$ cat config.mk
export PLATFORM = sky130hd
export DESIGN_NAME = dmw_top
export DESIGN_NICKNAME = d
export VERILOG_FILES = /design/src/dmw_pkg.sv /design/src/dmw_seq_if.sv /design/src/dmw_order.sv /design/src/dmw_top.sv
export VERILOG_INCLUDE_DIRS = /design/src
export SDC_FILE = /design/constraint.sdc
export NUM_CORES = 1
export LEC_CHECK = 0
export ABC_AREA = 1
export ABC_CLOCK_PERIOD_IN_PS = 2200
export BUFFER_PORTS_ARGS = -buffer_cell sky130_fd_sc_hd__buf_2
export CAP_MARGIN = 0
export CORE_MARGIN = 1.5
export CORE_UTILIZATION = 50
export CTS_BUF_LIST = sky130_fd_sc_hd__clkbuf_8
export CTS_CLUSTER_SIZE = 20
export DETAILED_ROUTE_END_ITERATION = 12
export HOLD_SLACK_MARGIN = 0.02
export PLACE_DENSITY_LB_ADDON = 0.05
export SLEW_MARGIN = 5
export SYNTH_ARGS = -nofsm -noshare
export SYNTH_HDL_FRONTEND = slang
export SYNTH_SLANG_ARGS = --single-unit
$ cat constraint.sdc
create_clock -name clk_in -period 2.2 [get_ports clk_in]
set_input_delay 0.11 -clock clk_in [delete_from_list [all_inputs] [get_ports clk_in]]
set_output_delay 0.11 -clock clk_in [all_outputs]
set_load 0.005 [all_outputs]
$ cat src/dmw_defs.svh
// constants for the mode word and burst sequencing block
// How it works
// - mode load with both bank bits low, all banks idle, clock enable high latches address.
// - address bit 12 picks fast (0) or slow (1) power-down exit delay.
// - bits 11..9 give store recovery 2..6 cycles; 000, 110, 111 reserved.
// - recovery cycles plus precharge period give auto-precharge store delay.
// - bit 8 set to one requests a clock alignment loop reset.
// - bits 6..4 give CAS latency 3..6; other codes reserved.
// - address bit 13 exists only on the eight-bit organisation.
// - bit 3 picks sequential (0) or interleaved (1) burst order.
// - bits 2..0 give burst length, 010 four beats, 011 eight beats.
// - eight beats: full interleave, or sequential wrapping nibble then other nibble.
// - four beats: sequential start plus n mod 4, interleaved start xor n.
// - eight beats: interleave start xor n; sequential wraps low bits per nibble.
// - back-to-back bursts of one kind flow without gaps.
// - eight-beat read only cut by read, write only by write.
// - no early burst termination command exists.
`ifndef DMW_DEFS_SVH
`define DMW_DEFS_SVH
`define DMW_WORD_W        14
`define DMW_PD_BIT        12
`define DMW_WR_HI         11
`define DMW_WR_LO         9
`define DMW_DLL_BIT       8
`define DMW_TM_BIT        7
`define DMW_CL_HI         6
`define DMW_CL_LO         4
`define DMW_BT_BIT        3
`define DMW_BL_HI         2
`define DMW_BL_LO         0
`define DMW_BL4_CODE      3'h2
`define DMW_BL8_CODE      3'h3
`define DMW_PRECHARGE_NS  15
`define DMW_CLK_NS        20
`define DMW_PRECHARGE_CYC ((`DMW_PRECHARGE_NS + `DMW_CLK_NS - 1) / `DMW_CLK_NS)
`define DMW_FAST_EXIT_CYC 2
`define DMW_SLOW_EXIT_CYC 7
`endif

$ cat src/dmw_pkg.sv
// types for the mode word and burst sequencing block
package dmw_pkg;
  typedef enum logic [1:0] {DMW_IDLE, DMW_READ, DMW_WRITE} dmw_burst_t;
endpackage : dmw_pkg

$ cat src/dmw_seq_if.sv
// carrier between burst engine and column order generator
`timescale 1ns/1ps
interface dmw_seq_if;
  logic [2:0] start;
  logic [2:0] beat;
  logic       interleave;
  logic       eight;
  logic [2:0] column;
  modport engine (output start, output beat, output interleave, output eight, input column);
  modport order  (input start, input beat, input interleave, input eight, output column);
endinterface : dmw_seq_if

$ cat src/dmw_order.sv
// column order generator for one burst beat
`timescale 1ns/1ps
module dmw_order (
  dmw_seq_if.order seq
);
  wire [1:0] low_seq = 2'(seq.start[1:0] + seq.beat[1:0]); // wrap in nibble
  wire       hi_seq  = seq.start[2] ^ seq.beat[2];           // then other nibble
  wire [2:0] ilv     = seq.start ^ seq.beat;                 // xor order
  wire [2:0] seq8    = {hi_seq, low_seq};
  wire [2:0] seq4    = {seq.start[2], low_seq};
  wire [2:0] ilv4    = {seq.start[2], ilv[1:0]};
  // select by length and order
  assign seq.column = seq.eight ? (seq.interleave ? ilv : seq8)
                                : (seq.interleave ? ilv4 : seq4);
endmodule : dmw_order

$ cat src/dmw_top.sv
// mode word register and burst column sequencer
`timescale 1ns/1ps
`include "dmw_defs.svh"
module dmw_top #(
  parameter bit WIDE8 = 1'b1
) (
  input  wire logic        clk_in,
  input  wire logic        arst_n_in,
  input  wire logic        cs_n_in,
  input  wire logic        ras_n_in,
  input  wire logic        cas_n_in,
  input  wire logic        we_n_in,
  input  wire logic        cke_in,
  input  wire logic [1:0]  bank_in,
  input  wire logic [13:0] addr_in,
  input  wire logic        all_idle_in,
  output logic [13:0]      operating_mode_word_out,
  output logic             powerdown_exit_select_out,
  output logic [3:0]       exit_delay_cyc_out,
  output logic [2:0]       store_recovery_cyc_out,
  output logic [3:0]       autoprecharge_store_delay_out,
  output logic             dll_reset_out,
  output logic             test_mode_bit_out,
  output logic [2:0]       cas_latency_out,
  output logic             burst_order_select_out,
  output logic [3:0]       burst_beats_out,
  output logic             reserved_code_out,
  output logic             burst_active_out,
  output logic             burst_is_write_out,
  output logic [2:0]       column_out,
  output logic             illegal_interrupt_out
);
  // command decode
  wire cmd_sel   = ~cs_n_in;
  wire is_mode   = cmd_sel & ~ras_n_in & ~cas_n_in & ~we_n_in;
  wire mode_load = is_mode & (bank_in == 2'h0) & all_idle_in & cke_in;
  wire is_read   = cmd_sel & ras_n_in & ~cas_n_in & we_n_in;
  wire is_write  = cmd_sel & ras_n_in & ~cas_n_in & ~we_n_in;
  wire is_col    = is_read | is_write;

  // word held by the device
  logic [13:0] mode_word;
  logic        dll_pulse;
  wire  [13:0] load_mask = WIDE8 ? 14'h3FFF : 14'h1FFF;

  // mode word register, undefined value modelled as zero
  always_ff @(posedge clk_in or negedge arst_n_in) begin
    if (!arst_n_in) begin
      mode_word <= 14'h0000;
      dll_pulse <= 1'b0;
    end else begin
      dll_pulse <= mode_load & addr_in[`DMW_DLL_BIT];
      if (mode_load) begin
        mode_word <= addr_in & load_mask;
      end
    end
  end

  // field decode
  wire [2:0] wr_code = mode_word[`DMW_WR_HI:`DMW_WR_LO];
  wire [2:0] cl_code = mode_word[`DMW_CL_HI:`DMW_CL_LO];
  wire [2:0] bl_code = mode_word[`DMW_BL_HI:`DMW_BL_LO];
  wire       wr_ok   = (wr_code >= 3'h1) && (wr_code <= 3'h5);
  wire       cl_ok   = (cl_code >= 3'h3) && (cl_code <= 3'h6);
  wire       bl8     = (bl_code == `DMW_BL8_CODE);
  wire       bl_ok   = bl8 || (bl_code == `DMW_BL4_CODE);
  wire [2:0] wr_cyc  = wr_ok ? 3'(wr_code + 3'h1) : 3'h0;
  wire [2:0] cl_cyc  = cl_ok ? cl_code : 3'h0;
  wire [3:0] bl_beats = bl8 ? 4'h8 : 4'h4;
  wire       pd_slow = mode_word[`DMW_PD_BIT];
  wire [3:0] precharge_cyc = 4'(`DMW_PRECHARGE_CYC);

  // burst engine state
  dmw_pkg::dmw_burst_t kind;
  logic [2:0] start;
  logic [2:0] beat;
  logic       bad_cut;
  wire  [2:0] last_beat = 3'(bl_beats - 4'h1);
  wire        at_end    = (kind != dmw_pkg::DMW_IDLE) && (beat == last_beat);
  wire        same_kind = (is_read && kind == dmw_pkg::DMW_READ) || (is_write && kind == dmw_pkg::DMW_WRITE);
  wire        cut_ok    = bl8 && same_kind;
  wire        mid       = (kind != dmw_pkg::DMW_IDLE) && !at_end;
  wire        take      = is_col && (!mid || cut_ok);
  wire        refuse    = is_col && mid && !cut_ok;

  dmw_pkg::dmw_burst_t next_kind;
  logic [2:0] next_beat;
  // next burst state; no stop command is decoded
  always_comb begin
    next_kind = kind;
    next_beat = beat;
    if (take) begin
      next_kind = is_write ? dmw_pkg::DMW_WRITE : dmw_pkg::DMW_READ;
      next_beat = 3'h0;
    end else if (at_end) begin
      next_kind = dmw_pkg::DMW_IDLE;
      next_beat = 3'h0;
    end else if (kind != dmw_pkg::DMW_IDLE) begin
      next_beat = 3'(beat + 3'h1);
    end
  end

  // burst registers
  always_ff @(posedge clk_in or negedge arst_n_in) begin
    if (!arst_n_in) begin
      kind    <= dmw_pkg::DMW_IDLE;
      beat    <= 3'h0;
      start   <= 3'h0;
      bad_cut <= 1'b0;
    end else begin
      kind    <= next_kind;
      beat    <= next_beat;
      bad_cut <= refuse;
      if (take) begin
        start <= addr_in[2:0];
      end
    end
  end

  dmw_seq_if seq ();
  assign seq.start      = start;
  assign seq.beat       = beat;
  assign seq.interleave = mode_word[`DMW_BT_BIT];
  assign seq.eight      = bl8;
  dmw_order u_order (
    .seq (seq)
  );

  // registered outputs
  always_ff @(posedge clk_in or negedge arst_n_in) begin
    if (!arst_n_in) begin
      column_out <= 3'h0;
      exit_delay_cyc_out <= 4'h0;
      autoprecharge_store_delay_out <= 4'h0;
    end else begin
      column_out <= seq.column;
      exit_delay_cyc_out <= pd_slow ? 4'(`DMW_SLOW_EXIT_CYC) : 4'(`DMW_FAST_EXIT_CYC);
      autoprecharge_store_delay_out <= 4'({1'b0, wr_cyc} + precharge_cyc);
    end
  end

  assign operating_mode_word_out   = mode_word;
  assign powerdown_exit_select_out = pd_slow;
  assign store_recovery_cyc_out    = wr_cyc;
  assign dll_reset_out             = dll_pulse;
  assign test_mode_bit_out         = mode_word[`DMW_TM_BIT];
  assign cas_latency_out           = cl_cyc;
  assign burst_order_select_out    = mode_word[`DMW_BT_BIT];
  assign burst_beats_out           = bl_beats;
  assign reserved_code_out         = !wr_ok || !cl_ok || !bl_ok || mode_word[`DMW_TM_BIT];
  assign burst_active_out          = (kind != dmw_pkg::DMW_IDLE);
  assign burst_is_write_out        = (kind == dmw_pkg::DMW_WRITE);
  assign illegal_interrupt_out     = bad_cut;
endmodule : dmw_top

==> impl_metrics.json <==
{
  "status": "finished clean",
  "startpoint_type": "flop",
  "insertion_delay_ns": 0.29,
  "grt_pass1_vias": 1231,
  "placed_area_um2": 1840,
  "dieWidth_um": 58.8,
  "max_slew_margin_pct": 52.1,
  "cp-end-kind": "output port",
  "path_delay_family": "flip-flops",
  "seq_power_share_pct": 42.6,
  "cts.sinks": 33,
  "crit_required_ns": 2.09,
  "worst_slack_ns": 0.527,
  "synth_cell_types": 24,
  "cellInternalPower_uw": 1360,
  "grt_pass1_wl_um": 5200,
  "worstHoldPathType": "primary input to flop",
  "cts_buffer_depth": 2,
  "path_clk_slew_ns": 0.07,
  "cts_tree": "yes",
  "layout_min_cycle_time_ns": 1.67,
  "drt_pass1_iterations": 4,
  "fin_util_pct": 65.5,
  "layout-drive-gt1-share_pct": 32.4,
  "synthSimpleGateAreaFrac_pct": 19.3,
  "multiInputGateArea_um2": 547,
  "worstPathArrival_ns": 1.56,
  "path_max_fanout": 5,
  "die-height_um": 58.8,
  "drt-initial-drc-count": 35,
  "ys_seq_area_share_pct": 53.0,
  "antenna_found_initial": 0,
  "crit_buf_inv": 2,
  "core_region_area_um2": 3000,
  "p_total_uw": 1980,
  "cpPeakStageDelay_ns": 0.42,
  "num_vias": 1296,
  "yosys_warnings": 0,
  "ys_ff_latch": 33,
  "wl_per_cell_um": 11.4,
  "place_congestion": 0.784,
  "syn-mean-instance-area_um2": 8.86,
  "ys_top_cells_by_area": "dfrtp_1, nand2_1, inv_1, ha_1, nor2_1",
  "via_per_inst": 4.78,
  "dp_hpwl_um": 2290,
  "slew_violations": 0,
  "max_clock_freq_mhz": 598,
  "initial_utilization_pct": 51.9,
  "portBuffers": 63,
  "tightest_slew_ns": 0.718,
  "cap_viol_max_count": 0,
  "syn2layout_area_growth_pct": 26.2,
  "vdd_drop_max_v": 0.000662,
  "period_share_pct": 76.0,
  "dp_slack_ns": 0.835,
  "rsz0062_at_grt": "false",
  "critPathKind": "flop to output port",
  "numCtsBuffers": 5,
  "grt_usage_pct": 20.4,
  "syn_area_um2": 1560,
  "ant_nets": 0,
  "root_buffer": "clkbuf_8",
  "register_area_um2": 826,
  "clock_power_share_pct": 29.3,
  "syn_inst": 176,
  "postCtsSetupRepairBufs": 0,
  "crit_chain": "inv_1 > ha_1 > nand2_1 > a21o_1 > nor2_1 > buf_2",
  "power.leakage_uw": 0.00118,
  "route.detailed.drc": 0,
  "h-tree-depth": 2,
  "powerDensity_nw_per_um2": 1010,
  "synth_xor_xnor_area_share_pct": 3.37,
  "synth_top_family_by_area": "simple AND/OR/NAND/NOR gates",
  "nNetsFinal": 267,
  "synthMuxAreaShare_pct": 0,
  "setup_viol": 0,
  "nFillCells": 263,
  "netSwitchingFraction_pct": 31.1,
  "stdcell_area_um2": 1970,
  "yosysTopAreaCellShare_pct": 53.0,
  "synth-compound-area-share_pct": 6.58,
  "finalHoldViolations": 0,
  "synthAdderAreaFrac_pct": 4.82,
  "clock_skew_ns": 0.00730,
  "power.switching_uw": 616,
  "diodes": 0,
  "row_count": 20,
  "slowest_stage": "dfrtp_1",
  "mostFrequentLayoutCells": "buf_2, dfrtp_1, nand2_1",
  "io_pins": 67,
  "p_comb_share_pct": 28.1,
  "die_area_um2": 3460,
  "gr-total-overflow": 0,
  "final_common_cell": "buf_2",
  "reg2reg_setup_slack_ns": 0.79,
  "grt_max_degree": 34,
  "synth_area_leader_cell": "dfrtp_1",
  "fin_setup_tns_ns": 0,
  "postRouteWirelength_um": 3090
}
==> synthesized netlist by cell type <==
master,instances
clkbuf_1,2
ha_1,6
buf_2,2
nand3_2,2
nor2_1,19
nor4_1,1
o21ai_0,9
xor2_1,3
a21o_1,1
buf_6,1
nand2_1,32
nor3_1,1
nor2_4,1
xnor2_1,3
nand3_1,6
inv_1,28
a21oi_1,7
dfrtp_1,33
nand2_2,2
nand4_1,3
buf_4,8
nor2_2,1
conb_1,2
o21ai_1,3
==> flip-flops by register name, summed over array words and instances, names as in the netlist <==
name	cells
seq.start	3
exit_delay_cyc_out	2
illegal_interrupt_out	1
column_out	3
kind	2
dll_reset_out	1
autoprecharge_store_delay_out	4
operating_mode_word_out	14
beat	3
==> power by group through the flow <==
| stage | Sequential, uW | Combinational (uW) | Clock [uW] |
|---|---|---|---|
| 2_1_floorplan | 845 | 373 | 0 |
| 3_3_place_gp | 846 | 539 | 0 |
| 3_5_place_dp | 850 | 559 | 0 |
| 4_1_cts | 841 | 565 | 595 |
| 5_1_grt | 856 | 653 | 617 |
| 6_report | 842 | 556 | 581 |
==> through the flow <==
stage | std cells | hold WS [ns]
after floorplan | 178 | -0.186
after global placement | 262 | 0.206
after detailed placement | 262 | 0.216
after CTS | 271 | 0.0500
after global routing | 271 | 0.0765
final | 271 | 0.0517
==> per-layer routing <==
metal	up-vias	part of all wire, %	global-route usage, %
met2	39	51	35.2
li1	651	-	-
met5	-	0	0
met3	6	6.4	7.91
met1	600	40	22.3
met4	0	1.6	8.12
==> worst reg2reg max path, stage by stage, from the launching register on <==
cell,delay [ns]
dfrtp_1,0.42
nand2_1,0.11
nor2_4,0.13
nand2_1,0.10
nand3_2,0.09
nand3_2,0.10
nand2_2,0.19
nand2_1,0.08
nand2_1,0.06
inv_1,0.03
==> area by class of cell <==
cell class / instances / share of cell area, %
flip-flops and latches: 33 / 42.0
multi-input cells: 104 / 27.8
repair buffers: 65 / 16.9
inverters: 28 / 5.34
clock buffers: 6 / 4.20
well taps: 33 / 2.10
clock inverters: 2 / 1.72
==> path summary, 6_finish.rpt <==
path                                                    end                         from  depth (start not counted)
max                               store_recovery_cyc_out[0]  operating_mode_word_out[10]                          6
min                                           dll_reset_out                   addr_in[8]                          3
max reg2reg                                         kind[1]   operating_mode_word_out[1]                          9
min reg2reg                           exit_delay_cyc_out[0]  operating_mode_word_out[12]                          0
max in group asynchronous        operating_mode_word_out[8]                    arst_n_in                          2
min in group asynchronous  autoprecharge_store_delay_out[3]                    arst_n_in                          2
==> kinds of logic after synthesis <==
kind of cell / after synthesis
xor+xnor: 6
compound gates: 20
flops: 33
buf+inv: 41
other cells: 2
fa+ha+maj: 6
simple gates: 68
==> what timing repair did <==
item	CTS	global route
hold endpoints to repair	33	0
resized for setup	0	0
hold buffers	1	0
(Power assumes the default switching activity.)
